<file path="config.mk">
export PLATFORM = sky130hd
export DESIGN_NAME = ctp_timer
export DESIGN_NICKNAME = d
export VERILOG_FILES = /design/src/common/ctp_pkg.sv /design/src/hw/ctp_timer.sv
export SDC_FILE = /design/constraint.sdc
export NUM_CORES = 1
export LEC_CHECK = 0
export BUFFER_PORTS_ARGS = -buffer_cell sky130_fd_sc_hd__buf_2
export CORE_MARGIN = 5
export CORE_UTILIZATION = 44
export CTS_CLUSTER_SIZE = 8
export DETAILED_ROUTE_END_ITERATION = 8
export GPL_ROUTABILITY_DRIVEN = 1
export PLACE_DENSITY = 0.75
export REMOVE_ABC_BUFFERS = 1
export SYNTH_ARGS = -nofsm -noshare
export SYNTH_HDL_FRONTEND = slang
export SYNTH_SLANG_ARGS = --single-unit
</file>
<file path="constraint.sdc">
create_clock -name i_clk -period 2.2 [get_ports i_clk]
set_input_delay 0.44 -clock i_clk [delete_from_list [all_inputs] [get_ports i_clk]]
set_output_delay 0.44 -clock i_clk [all_outputs]
set_load 0.1 [all_outputs]
</file>
<file path="src/common/ctp_pkg.sv">
// shared constants and carrier types of the cascadable timer pair
package ctp_pkg;

  // ----------------------------------------------------------------
  // widths and reset values
  // ----------------------------------------------------------------
  localparam int CTP_CNT_W = 8;
  localparam logic [7:0] CTP_CNT_ZERO = 8'h00;
  localparam logic [7:0] CTP_CNT_ONE = 8'h01;
  localparam logic [7:0] CTP_CNT_MAX = 8'hFF;
  localparam logic [3:0] CTP_DIV_RST = 4'h0;
  localparam logic [3:0] CTP_DIV_ONE = 4'h1;

  // ----------------------------------------------------------------
  // count clock select codes
  // ----------------------------------------------------------------
  localparam logic [2:0] CTP_CLK_SYS = 3'h0;
  localparam logic [2:0] CTP_CLK_X2 = 3'h1;
  localparam logic [2:0] CTP_CLK_DIV2 = 3'h2;
  localparam logic [2:0] CTP_CLK_DIV4 = 3'h3;
  localparam logic [2:0] CTP_CLK_DIV8 = 3'h4;
  localparam logic [2:0] CTP_CLK_DIV16 = 3'h5;

  // ----------------------------------------------------------------
  // operating mode field codes, held per timer
  // ----------------------------------------------------------------
  localparam logic [1:0] CTP_MODE_DISCRETE = 2'h0;
  localparam logic [1:0] CTP_MODE_CASCADE = 2'h1;

  // ----------------------------------------------------------------
  // carriers
  // ----------------------------------------------------------------
  typedef struct packed {
    logic high_timer_run_enable;
    logic low_timer_run_enable;
    logic timer_output_enable;
    logic [1:0] high_mode;
    logic [1:0] low_mode;
    logic [2:0] high_clock_select;
    logic high_count_low_match;
    logic [2:0] low_clock_select;
    logic [7:0] high_compare_value;
    logic [7:0] low_compare_value;
  } ctp_cfg_t;

  typedef struct packed {
    logic [7:0] high_byte_counter;
    logic [7:0] low_byte_counter;
    logic cascade_active;
    logic mode_error;
    logic clock_error;
  } ctp_status_t;

endpackage

</file>
<file path="src/hw/ctp_timer.sv">
// cascadable 8-bit timer pair with square-wave output
//
// What this block does
// [RQ1] 8-bit interval mode raises match interrupt every compare plus one ticks.
// [RQ2] 8-bit square wave toggles output pin when low counter equals compare.
// [RQ3] low timer match clears counter, keeps counting, pulses interrupt same cycle.
// [RQ4] clearing low run enable forces square-wave level to zero.
// [RQ5] output pin starts low once output enable is set. A low match in the enabling cycle toggles it high at once.
// [RQ6] cascade forms 16-bit counter, high byte first timer, carry low to high.
// [RQ7] cascade starts and clears only from low run enable, high ignored.
// [RQ8] cascade full match clears both bytes, raises only low interrupt.
// [RQ9] 16-bit square wave toggles only on simultaneous match of both bytes.
// [RQ10] 16-bit period is 256 times high compare plus low plus one.
// [RQ11] software stops, loads, selects mode, clock, enables output, then starts.
// [RQ12] software sets up 16-bit interval in order, starts with low run.
// [RQ13] software stops counter before changing the count clock selection.
// [RQ14] clock select picks sys, x2, /2, /4, /8, /16; others prohibited. x2 ticks once per clock, the same as sys.
// [RQ15] cascade only when both mode fields hold cascade; mismatch prohibited.
// [RQ16] high timer can count low timer match as its clock.
// [RQ17] counters step once per enabled tick and hold zero while stopped.
`timescale 1ns/100ps

module ctp_timer (
  // clock and reset
  input wire logic i_clk,
  input wire logic i_rst,
  // configuration
  input wire ctp_pkg::ctp_cfg_t i_cfg,
  // pin port setup
  input wire logic i_pin_direction_bit,
  input wire logic i_shared_output_pin,
  // timer output pin
  output logic o_timer_output_pin,
  output logic o_timer_output_pin_oe,
  // events
  output logic o_low_timer_match_irq,
  output logic o_high_timer_match_irq,
  // status
  output ctp_pkg::ctp_status_t o_status
);

  // ----------------------------------------------------------------
  // state
  // ----------------------------------------------------------------
  logic [3:0] div;
  logic [7:0] low_cnt;
  logic [7:0] high_cnt;
  logic level;
  logic low_irq;
  logic high_irq;
  logic pin_out;

  // ----------------------------------------------------------------
  // mode decode
  // ----------------------------------------------------------------
  wire logic discrete = (i_cfg.high_mode == ctp_pkg::CTP_MODE_DISCRETE)
    && (i_cfg.low_mode == ctp_pkg::CTP_MODE_DISCRETE);
  wire logic cascade = (i_cfg.high_mode == ctp_pkg::CTP_MODE_CASCADE)
    && (i_cfg.low_mode == ctp_pkg::CTP_MODE_CASCADE); // RQ15
  wire logic mode_bad = !discrete && !cascade; // RQ15

  wire logic low_run = i_cfg.low_timer_run_enable && !mode_bad;
  // cascade ignores the high run enable
  wire logic high_run = cascade ? low_run
    : (i_cfg.high_timer_run_enable && discrete); // RQ7

  // ----------------------------------------------------------------
  // count clock prescaler
  // ----------------------------------------------------------------
  function automatic logic sel_tick(input logic [2:0] sel, input logic [3:0] d);
    logic t;
    t = 1'b0;
    case (sel)
      ctp_pkg::CTP_CLK_SYS: t = 1'b1;
      ctp_pkg::CTP_CLK_X2: t = 1'b1;
      ctp_pkg::CTP_CLK_DIV2: t = d[0];
      ctp_pkg::CTP_CLK_DIV4: t = &d[1:0];
      ctp_pkg::CTP_CLK_DIV8: t = &d[2:0];
      ctp_pkg::CTP_CLK_DIV16: t = &d;
      default: t = 1'b0;
    endcase
    return t;
  endfunction

  wire logic low_clk_bad = (i_cfg.low_clock_select > ctp_pkg::CTP_CLK_DIV16); // RQ14
  wire logic high_clk_bad = (i_cfg.high_clock_select > ctp_pkg::CTP_CLK_DIV16)
    && !i_cfg.high_count_low_match;
  wire logic low_tick = low_run && sel_tick(i_cfg.low_clock_select, div); // RQ14
  wire logic [3:0] next_div = div + ctp_pkg::CTP_DIV_ONE;

  // ----------------------------------------------------------------
  // match and next counter values
  // ----------------------------------------------------------------
  wire logic low_match = (low_cnt == i_cfg.low_compare_value);
  wire logic high_match = (high_cnt == i_cfg.high_compare_value);
  wire logic full_match = low_match && high_match; // RQ9
  // low timer event: 8-bit match, or 16-bit full match in cascade
  wire logic low_evt = low_tick && (cascade ? full_match : low_match); // RQ3 RQ8 RQ10
  // high timer clock: low match signal or its own prescaler
  wire logic high_tick = high_run && !cascade && (i_cfg.high_count_low_match ? low_evt
    : sel_tick(i_cfg.high_clock_select, div)); // RQ16
  wire logic high_evt = high_tick && high_match;
  wire logic low_carry = low_tick && !low_evt && (low_cnt == ctp_pkg::CTP_CNT_MAX);

  wire logic [7:0] next_low_cnt = !low_run ? ctp_pkg::CTP_CNT_ZERO // RQ17
    : low_evt ? ctp_pkg::CTP_CNT_ZERO // RQ3
    : low_tick ? low_cnt + ctp_pkg::CTP_CNT_ONE // RQ1
    : low_cnt;
  wire logic [7:0] next_high_cnt = !high_run ? ctp_pkg::CTP_CNT_ZERO // RQ7
    : cascade ? (low_evt ? ctp_pkg::CTP_CNT_ZERO // RQ8
      : low_carry ? high_cnt + ctp_pkg::CTP_CNT_ONE // RQ6
      : high_cnt)
    : high_evt ? ctp_pkg::CTP_CNT_ZERO
    : high_tick ? high_cnt + ctp_pkg::CTP_CNT_ONE
    : high_cnt;

  // ----------------------------------------------------------------
  // square-wave level and pin
  // ----------------------------------------------------------------
  wire logic next_level = (!i_cfg.low_timer_run_enable || !i_cfg.timer_output_enable) ? 1'b0 // RQ4 RQ5
    : low_evt ? !level // RQ2 RQ9
    : level;
  wire logic next_pin_out = i_cfg.timer_output_enable ? next_level : i_shared_output_pin;

  // ----------------------------------------------------------------
  // registers
  // ----------------------------------------------------------------
  always_ff @(posedge i_clk or posedge i_rst)
  begin
    if (i_rst)
    begin
      div <= ctp_pkg::CTP_DIV_RST;
      low_cnt <= ctp_pkg::CTP_CNT_ZERO;
      high_cnt <= ctp_pkg::CTP_CNT_ZERO;
      level <= 1'b0;
      pin_out <= 1'b0;
      low_irq <= 1'b0;
      high_irq <= 1'b0;
    end
    else
    begin
      div <= next_div;
      low_cnt <= next_low_cnt;
      high_cnt <= next_high_cnt;
      level <= next_level;
      pin_out <= next_pin_out;
      low_irq <= low_evt; // RQ3
      high_irq <= high_evt && !cascade; // RQ8
    end
  end

  // ----------------------------------------------------------------
  // outputs
  // ----------------------------------------------------------------
  assign o_timer_output_pin = pin_out;
  assign o_timer_output_pin_oe = !i_pin_direction_bit;
  assign o_low_timer_match_irq = low_irq;
  assign o_high_timer_match_irq = high_irq;
  assign o_status = ctp_pkg::ctp_status_t'{
    high_byte_counter: high_cnt,
    low_byte_counter: low_cnt,
    cascade_active: cascade,
    mode_error: mode_bad,
    clock_error: low_clk_bad || high_clk_bad
  };

  // ----------------------------------------------------------------
  // checks
  // ----------------------------------------------------------------
  a_irq_clears_low: assert property (@(posedge i_clk) disable iff (i_rst)
    o_low_timer_match_irq |-> (low_cnt == ctp_pkg::CTP_CNT_ZERO))
    else $error("low irq without cleared counter"); // RQ3

  a_low_step_one: assert property (@(posedge i_clk) disable iff (i_rst)
    (low_run && low_tick && !low_evt) |=> (low_cnt == 8'($past(low_cnt) + 8'h01)))
    else $error("low counter did not step by one"); // RQ1

  a_stop_holds_zero: assert property (@(posedge i_clk) disable iff (i_rst)
    !low_run |=> (low_cnt == ctp_pkg::CTP_CNT_ZERO))
    else $error("stopped low counter not zero"); // RQ17

  a_stop_forces_low: assert property (@(posedge i_clk) disable iff (i_rst)
    !i_cfg.low_timer_run_enable |=> !level)
    else $error("square level not forced low"); // RQ4

  a_out_off_low: assert property (@(posedge i_clk) disable iff (i_rst)
    (!i_cfg.timer_output_enable ##1 i_cfg.timer_output_enable && !low_evt) |=> !level)
    else $error("output did not start low"); // RQ5

  a_toggle_on_match: assert property (@(posedge i_clk) disable iff (i_rst)
    (low_evt && i_cfg.timer_output_enable && i_cfg.low_timer_run_enable)
    |=> (level != $past(level)))
    else $error("no toggle on match"); // RQ2

  a_no_partial_toggle: assert property (@(posedge i_clk) disable iff (i_rst)
    (cascade && low_tick && low_match && !high_match) |=> $stable(level))
    else $error("toggle on partial 16-bit match"); // RQ9

  a_cascade_carry: assert property (@(posedge i_clk) disable iff (i_rst)
    (cascade && low_carry) |=> (low_cnt == ctp_pkg::CTP_CNT_ZERO)
    && (high_cnt == 8'($past(high_cnt) + 8'h01)))
    else $error("cascade carry wrong"); // RQ6

  a_cascade_ignore_high: assert property (@(posedge i_clk) disable iff (i_rst)
    (cascade && !i_cfg.low_timer_run_enable) |=> (high_cnt == ctp_pkg::CTP_CNT_ZERO))
    else $error("cascade high byte ran without low run"); // RQ7

  a_cascade_irq_only_low: assert property (@(posedge i_clk) disable iff (i_rst)
    (cascade && low_evt) |=> o_low_timer_match_irq && !o_high_timer_match_irq
    && (high_cnt == ctp_pkg::CTP_CNT_ZERO))
    else $error("cascade match irq or clear wrong"); // RQ8

  a_bad_clock_stall: assert property (@(posedge i_clk) disable iff (i_rst)
    low_clk_bad |-> !low_tick)
    else $error("prohibited clock code ticked"); // RQ14

  a_bad_mode_stop: assert property (@(posedge i_clk) disable iff (i_rst)
    mode_bad |=> (low_cnt == ctp_pkg::CTP_CNT_ZERO) && (high_cnt == ctp_pkg::CTP_CNT_ZERO))
    else $error("prohibited mode counted"); // RQ15

  a_high_from_match: assert property (@(posedge i_clk) disable iff (i_rst)
    (discrete && high_run && i_cfg.high_count_low_match) |-> (high_tick == low_evt))
    else $error("high timer not clocked by low match"); // RQ16

  a_irq_from_event: assert property (@(posedge i_clk) disable iff (i_rst)
    low_evt |=> o_low_timer_match_irq)
    else $error("low match event gave no irq"); // RQ3

  a_no_spurious_irq: assert property (@(posedge i_clk) disable iff (i_rst)
    !low_evt |=> !o_low_timer_match_irq)
    else $error("low irq without match event"); // RQ1

  a_high_irq_event: assert property (@(posedge i_clk) disable iff (i_rst)
    (high_evt && !cascade) |=> o_high_timer_match_irq)
    else $error("high match event gave no irq"); // RQ1

  a_cascade_no_high: assert property (@(posedge i_clk) disable iff (i_rst)
    cascade |=> !o_high_timer_match_irq)
    else $error("high irq raised in cascade"); // RQ8

  a_low_match_clear: assert property (@(posedge i_clk) disable iff (i_rst)
    (!cascade && low_tick && low_match) |=> (low_cnt == ctp_pkg::CTP_CNT_ZERO))
    else $error("low counter not cleared on match"); // RQ3

  a_cascade_full_clear: assert property (@(posedge i_clk) disable iff (i_rst)
    (cascade && low_evt) |=> (low_cnt == ctp_pkg::CTP_CNT_ZERO))
    else $error("low byte not cleared on full match"); // RQ8

  a_cascade_low_step: assert property (@(posedge i_clk) disable iff (i_rst)
    (cascade && low_tick && !full_match && (low_cnt != ctp_pkg::CTP_CNT_MAX))
    |=> (low_cnt == 8'($past(low_cnt) + 8'h01)) && $stable(high_cnt))
    else $error("cascade low byte step wrong"); // RQ6

  a_idle_tick_holds: assert property (@(posedge i_clk) disable iff (i_rst)
    (low_run && !low_tick) |=> $stable(low_cnt))
    else $error("low counter moved without tick"); // RQ17

  a_high_stop_zero: assert property (@(posedge i_clk) disable iff (i_rst)
    !high_run |=> (high_cnt == ctp_pkg::CTP_CNT_ZERO))
    else $error("stopped high counter not zero"); // RQ17

  a_high_step_one: assert property (@(posedge i_clk) disable iff (i_rst)
    (!cascade && high_tick && !high_match) |=> (high_cnt == 8'($past(high_cnt) + 8'h01)))
    else $error("high counter did not step by one"); // RQ17

  a_high_match_clear: assert property (@(posedge i_clk) disable iff (i_rst)
    (!cascade && high_evt) |=> (high_cnt == ctp_pkg::CTP_CNT_ZERO))
    else $error("high counter not cleared on match"); // RQ1

  a_discrete_high_off: assert property (@(posedge i_clk) disable iff (i_rst)
    (discrete && !i_cfg.high_timer_run_enable) |=> (high_cnt == ctp_pkg::CTP_CNT_ZERO))
    else $error("discrete high counter ran while off"); // RQ17

  a_cascade_level_hold: assert property (@(posedge i_clk) disable iff (i_rst)
    (cascade && !low_evt && i_cfg.low_timer_run_enable && i_cfg.timer_output_enable)
    |=> $stable(level))
    else $error("cascade level moved without full match"); // RQ9

  a_pin_follows_level: assert property (@(posedge i_clk) disable iff (i_rst)
    i_cfg.timer_output_enable |=> (o_timer_output_pin == level))
    else $error("pin does not show square level"); // RQ2

  a_stop_clears_pin: assert property (@(posedge i_clk) disable iff (i_rst)
    (!i_cfg.low_timer_run_enable && i_cfg.timer_output_enable) |=> !o_timer_output_pin)
    else $error("pin not low after stop"); // RQ4

  a_bad_clock_high: assert property (@(posedge i_clk) disable iff (i_rst)
    high_clk_bad |-> !high_tick)
    else $error("prohibited high clock code ticked"); // RQ14

  a_bad_mode_quiet: assert property (@(posedge i_clk) disable iff (i_rst)
    mode_bad |=> !o_low_timer_match_irq && !o_high_timer_match_irq)
    else $error("irq raised in prohibited mode"); // RQ15

  a_sys_every_cycle: assert property (@(posedge i_clk) disable iff (i_rst)
    (low_run && (i_cfg.low_clock_select == ctp_pkg::CTP_CLK_SYS)) |-> low_tick)
    else $error("system clock code missed a tick"); // RQ14

  a_x2_every_cycle: assert property (@(posedge i_clk) disable iff (i_rst)
    (low_run && (i_cfg.low_clock_select == ctp_pkg::CTP_CLK_X2)) |-> low_tick)
    else $error("x2 clock code missed a tick"); // RQ14

  a_div2_spacing: assert property (@(posedge i_clk) disable iff (i_rst)
    (low_tick && (i_cfg.low_clock_select == ctp_pkg::CTP_CLK_DIV2)) |=> !low_tick)
    else $error("divide by two ticked twice in a row"); // RQ14

  a_div16_spacing: assert property (@(posedge i_clk) disable iff (i_rst)
    (low_tick && (i_cfg.low_clock_select == ctp_pkg::CTP_CLK_DIV16)) |=> !low_tick)
    else $error("divide by sixteen ticked twice in a row"); // RQ14

endmodule // ctp_timer

</file>
# Word-level counts from Yosys, hierarchy flattened
# Index checks and enable logic that the tools add are counted.
totals:
  in_bits: 34
  wordCells: 83
  output_inout_bits: 23
  reg_bits: 24
classes:
  muxes: 17
  add_sub_neg: 3
  magnitude_cmp: 2
  n_reduce_logical: 36
  eq_ne: 18
ops:
  columns: ["op", "n"]
  rows:
  - ["2-to-1 mux 8 bit", 9]
  - ["adder 8 x 1 -> 8 bit, second input constant", 2]
  - ["equality test 8 bit", 2]
  - ["logical AND 1 bit", 15]
  - ["equality test 3 x 2 -> 1 bit, second input constant", 4]
  - ["equality test 3 bit, second input constant", 4]
  - ["one-hot mux 1 bit (5 select lines)", 2]
  - ["logical NOT 1 bit", 9]
  - ["equality test 8 bit, second input constant", 1]
  - ["inequality test 4 x 2 -> 1 bit, second input constant", 2]
  - ["equality test 3 x 1 -> 1 bit, second input constant", 2]
  - ["> comparator 3 bit, second input constant", 2]
  - ["logical NOT 3 bit", 2]
  - ["2-to-1 mux 1 bit", 6]
  - ["adder 4 x 1 -> 4 bit, second input constant", 1]
  - ["equality test 2 x 1 -> 1 bit, second input constant", 2]
  - ["logical NOT 2 bit", 2]
  - ["AND reduction 2 bit", 2]
  - ["AND reduction 4 bit", 1]
  - ["OR reduction 2 bit", 2]
  - ["inequality test 3 x 1 -> 1 bit, second input constant", 1]
  - ["AND reduction 3 bit", 1]
  - ["logical OR 1 bit", 2]

# Longest topological paths before layout
logic_depth:
  ltp_word: 15
  depth_mapped: 10
  depth_no_buf: 10

# Worst setup path after synthesis
# No wires, ideal clock.
synth_timing:
  path_type: "input to output"
  start: "input i_cfg[22] (netlist bit)"
  end: "output o_status[0] (netlist bit)"
  path_buffers: 0
  path_slack_ps: -819
  t_arrival_ps: 2579
  t_required_ps: 1760
  path_stages: 2
  path_cell_list: "nand2_1 o21ai_0"
synth_lines:
  columns: ["element", "line_no", "text"]
  rows:
  - ["start, declared", "ctp_timer.sv:28", "input wire ctp_pkg::ctp_cfg_t i_cfg,"]
  - ["end, declared", "ctp_timer.sv:39", "output ctp_pkg::ctp_status_t o_status"]

# Worst setup path after layout
layout_timing:
  start: "register div[1]"
  end: "register high_cnt[5]"
layout_via:
  elab_chain_len: 10
  word_cells_on_any_way: 20
  cone_classes: "eq/ne (2); mux (7); reduce/logical (11)"
layout_rtl:
  columns: ["element", "line_no", "text"]
  rows:
  - ["start, declared", "ctp_timer.sv:45", "logic [3:0] div;"]
  - ["start signal, assigned", "ctp_timer.sv:132", "div <= ctp_pkg::CTP_DIV_RST;"]
  - ["start signal, assigned", "ctp_timer.sv:142", "div <= next_div;"]
  - ["AND reduction 4 bit (tied with other cells)", "ctp_timer.sv:79", "ctp_pkg::CTP_CLK_DIV16: t = &d;"]
  - ["one-hot mux 1 bit (5 select lines)", "ctp_timer.sv:73", "case (sel)"]
  - ["logical AND 1 bit", "ctp_timer.sv:88", "wire logic low_tick = low_run && sel_tick(i_cfg.low_clock_select, div);"]
  - ["logical AND 1 bit", "ctp_timer.sv:98", "wire logic low_evt = low_tick && (cascade ? full_match : low_match);"]
  - ["2-to-1 mux 1 bit", "ctp_timer.sv:100", "wire logic high_tick = high_run && !cascade && (i_cfg.high_count_low_match ? low_evt"]
  - ["logical AND 1 bit", "ctp_timer.sv:100", null]
  - ["logical AND 1 bit", "ctp_timer.sv:102", "wire logic high_evt = high_tick && high_match;"]
  - ["2-to-1 mux 8 bit", "ctp_timer.sv:113", ": high_evt ? ctp_pkg::CTP_CNT_ZERO"]
  - ["2-to-1 mux 8 bit", "ctp_timer.sv:110", ": cascade ? (low_evt ? ctp_pkg::CTP_CNT_ZERO"]
  - ["2-to-1 mux 8 bit", "ctp_timer.sv:109", "wire logic [7:0] next_high_cnt = !high_run ? ctp_pkg::CTP_CNT_ZERO"]
  - ["end signal, assigned", "ctp_timer.sv:134", "high_cnt <= ctp_pkg::CTP_CNT_ZERO;"]
  - ["end signal, assigned", "ctp_timer.sv:144", "high_cnt <= next_high_cnt;"]
  - ["end, declared", "ctp_timer.sv:47", "logic [7:0] high_cnt;"]
# Parallel ways exist; a longest one is shown, timed or not.
# A chain may end at the register's enable or synchronous reset.

==> flow_metrics.env <==
export IMPL_syn_area_per_cell_um2=9.67
export IMPL_r2r_cells=11
export IMPL_ys_flop_type="dfrtp_1"
export IMPL_rows=21
export IMPL_post_drt_wl_per_cell_um=14.4
export IMPL_syn_to_final_growth_pct=49.5
export IMPL_critPathArrivalTime_ns=2.54
export IMPL_synthArstFlopShare=1.00
export IMPL_clock_skew_ns=0.00531
export IMPL_final_max_slew_violation_count=0
export IMPL_place_hpwl_um=3070
export IMPL_final_common_cell="buf_2"
export IMPL_fp_dieW_um=69.3
export IMPL_clock_sinks=24
export IMPL_drive_above_1_share=0.488
export IMPL_worstMarginPinSlew_ns=0.493
export IMPL_layout_nets=292
export IMPL_placed_cell_area_mm2=0.00207
export IMPL_grt_pass1_wl_um=6600
export IMPL_dp_slack_ns=-0.131
export IMPL_vdd_ir_drop_max_mv=0.369
export IMPL_final_cell_area_mm2=0.00231
export IMPL_path_clk_slew_ns=0.13
export IMPL_drt_pass1_iterations=4
export IMPL_drc=0
export IMPL_cts_root_buf="clkbuf_4"
export IMPL_drt_iter0_drc=50
export IMPL_die_area_mm2=0.00480
export IMPL_cp_end_kind="flip-flop"
export IMPL_num_antenna_cells=0
export IMPL_setup_viol_count_final=8
export IMPL_ys_warn_count=0
export IMPL_grt_pass1_vias=1475
export IMPL_routabilityCongestion=0.812
export IMPL_final_period_utilization=1.05
export IMPL_die_y_um=69.3
export IMPL_hold_class="in -> async"
export IMPL_insertion_delay_ns=0.32
export IMPL_path_class="reg -> reg"
export IMPL_post_drt_via_cell_ratio=5.01
export IMPL_violations="setup timing"
export IMPL_synth_seq_cells=24
export IMPL_regArea_um2=602
export IMPL_cp_required_ns=2.42
export IMPL_ant_nets=0
export IMPL_grt_setup_unrepaired="true"
export IMPL_antenna_found_initial=0
export IMPL_synth_edf_count=0
export IMPL_initial_utilization=0.460
export IMPL_clockBufferDepth=2
export IMPL_grt_max_degree=25
export IMPL_fp_coreArea_mm2=0.00336
export IMPL_synth_seq_area_share=0.388
export IMPL_setup_ws_ns=-0.114
export IMPL_gr_usage_all_layers=0.165
export IMPL_cts_buffers=3
export IMPL_p_per_area_mw_per_mm2=351
export IMPL_ios=57
export IMPL_via_count=1492
export IMPL_nFillCells=282
export IMPL_wl_um=4290
export IMPL_most_common_layout_cells="buf_2 (55), buf_4 (32), dfrtp_1 (23)"
export IMPL_total_leakage_power_nw=1.15
export IMPL_netlist_area_mm2=0.00155
export IMPL_post_synth_num_cell_types=39
export IMPL_hold_viol=0
export IMPL_relSlewSlack=0.673
export IMPL_port_buffer_count=56
export IMPL_critPathLaunchType="flip-flop"
export IMPL_maxCapViolations=0
export IMPL_max_freq_mhz=432
export IMPL_htreeDepth=1
export IMPL_overflow=0
export IMPL_min_period_ns=2.31
export IMPL_status="finished, violations left"
export IMPL_path_max_fanout=6
export IMPL_multi_input_area_mm2=0.00103
export IMPL_cts_tree="yes"
export IMPL_syn_inst=160
-- per-stage QoR --
step	hold WS, ns	instances	utilization	setup TNS (ns)	total power, mW
floorplan	0.455	158	-	-8.23	0.546
detailed placement	0.490	285	0.616	-0.801	0.612
CTS	0.133	291	0.641	-0.0605	0.811
finish	0.126	298	0.688	-0.505	0.813
global placement	0.477	285	0.616	-0.482	0.609
global route	0.141	298	0.688	-1.50	0.858
-- final cells by class --
class	instances	share of cell area
clock buffer	3	0.00973
inverter	5	0.00811
multi-input combinational	129	0.447
sequential	24	0.260
tap	46	0.0249
timing repair buffer	91	0.250
-- synthesized netlist by cell type, drive strengths merged (2+ instances only) --
| library cell | n | area share |
|---|---|---|
| dfrtp | 24 | 0.39 |
| a21oi | 2 | 0.0065 |
| o21ba | 2 | 0.013 |
| inv | 5 | 0.012 |
| nand2 | 15 | 0.036 |
| o21ai | 14 | 0.045 |
| ha | 4 | 0.032 |
| nand2b | 2 | 0.0081 |
| nor3b | 2 | 0.0097 |
| nor3 | 5 | 0.016 |
| buf | 2 | 0.0097 |
| nor2 | 16 | 0.040 |
| mux2i | 2 | 0.013 |
| xor2 | 16 | 0.091 |
| nand3 | 6 | 0.019 |
| xnor2 | 11 | 0.062 |
| and3 | 6 | 0.024 |
| or2 | 2 | 0.0081 |
| nand4 | 3 | 0.012 |
| nor4 | 7 | 0.060 |
-- where the power goes --
group	total, mW	internal [mW]	switching [mW]	leakage [nW]
combinational	0.171	0.0630	0.108	0.807
clock	0.197	0.0643	0.133	0.0138
sequential	0.445	0.443	0.00192	0.328
total	0.813	0.570	0.242	1.15
-- worst paths after layout --
kind,start,to,slack (ns)
max reg2reg,div[1],high_cnt[5],-0.11
max in group asynchronous,i_rst,low_cnt[3],1.82
max,div[1],high_cnt[5],-0.11
min reg2reg,div[3],div[3],0.53
min,i_rst,low_cnt[5],0.13
min in group i_clk,i_cfg[27],o_timer_output_pin,0.31
-- worst max-delay path, cell delays in order, from the launching register on --
cell,delay [ns]
dfrtp_1,0.39
ha_2,0.22
ha_4,0.14
o21bai_1,0.08
a21oi_2,0.17
nand2_2,0.10
or3_1,0.35
o21a_4,0.25
buf_4,0.15
nor4_4,0.16
xnor2_1,0.15
nor2_1,0.05
-- sequential cells by signal, indices dropped and copies added, names as in the netlist --
register                flops
o_timer_output_pin          1
high_cnt                    8
level                       1
div                         4
o_low_timer_match_irq       1
o_high_timer_match_irq      1
low_cnt                     8
-- per-layer routing --
metal  vias up  track usage  wire, um
met1       698        0.203      1790
met3         4       0.0522       249
met2        39        0.279      2200
li1        751            -         -
met4         0       0.0456        40
met5         -            0         0
-- cells by family after synthesis --
group,share of synthesized area
flip-flops,0.388
AO/OA/AOI/OAI,0.134
AND/OR/NAND/NOR,0.258
adder cells (fa/ha/maj),0.0323
buffers and inverters,0.0218
multiplexers,0.0129
XOR/XNOR,0.153
-- timing repair --
item | 4_1_cts | 5_1_grt
setup buffers | 3 | 8
hold buffers | 0 | 0
gates resized for setup | 8 | 20
pin swaps | 15 | 16
cloned | 0 | 0
endpoints found under the setup margin | 8 | 9
Power figures use the tool's default switching activity.
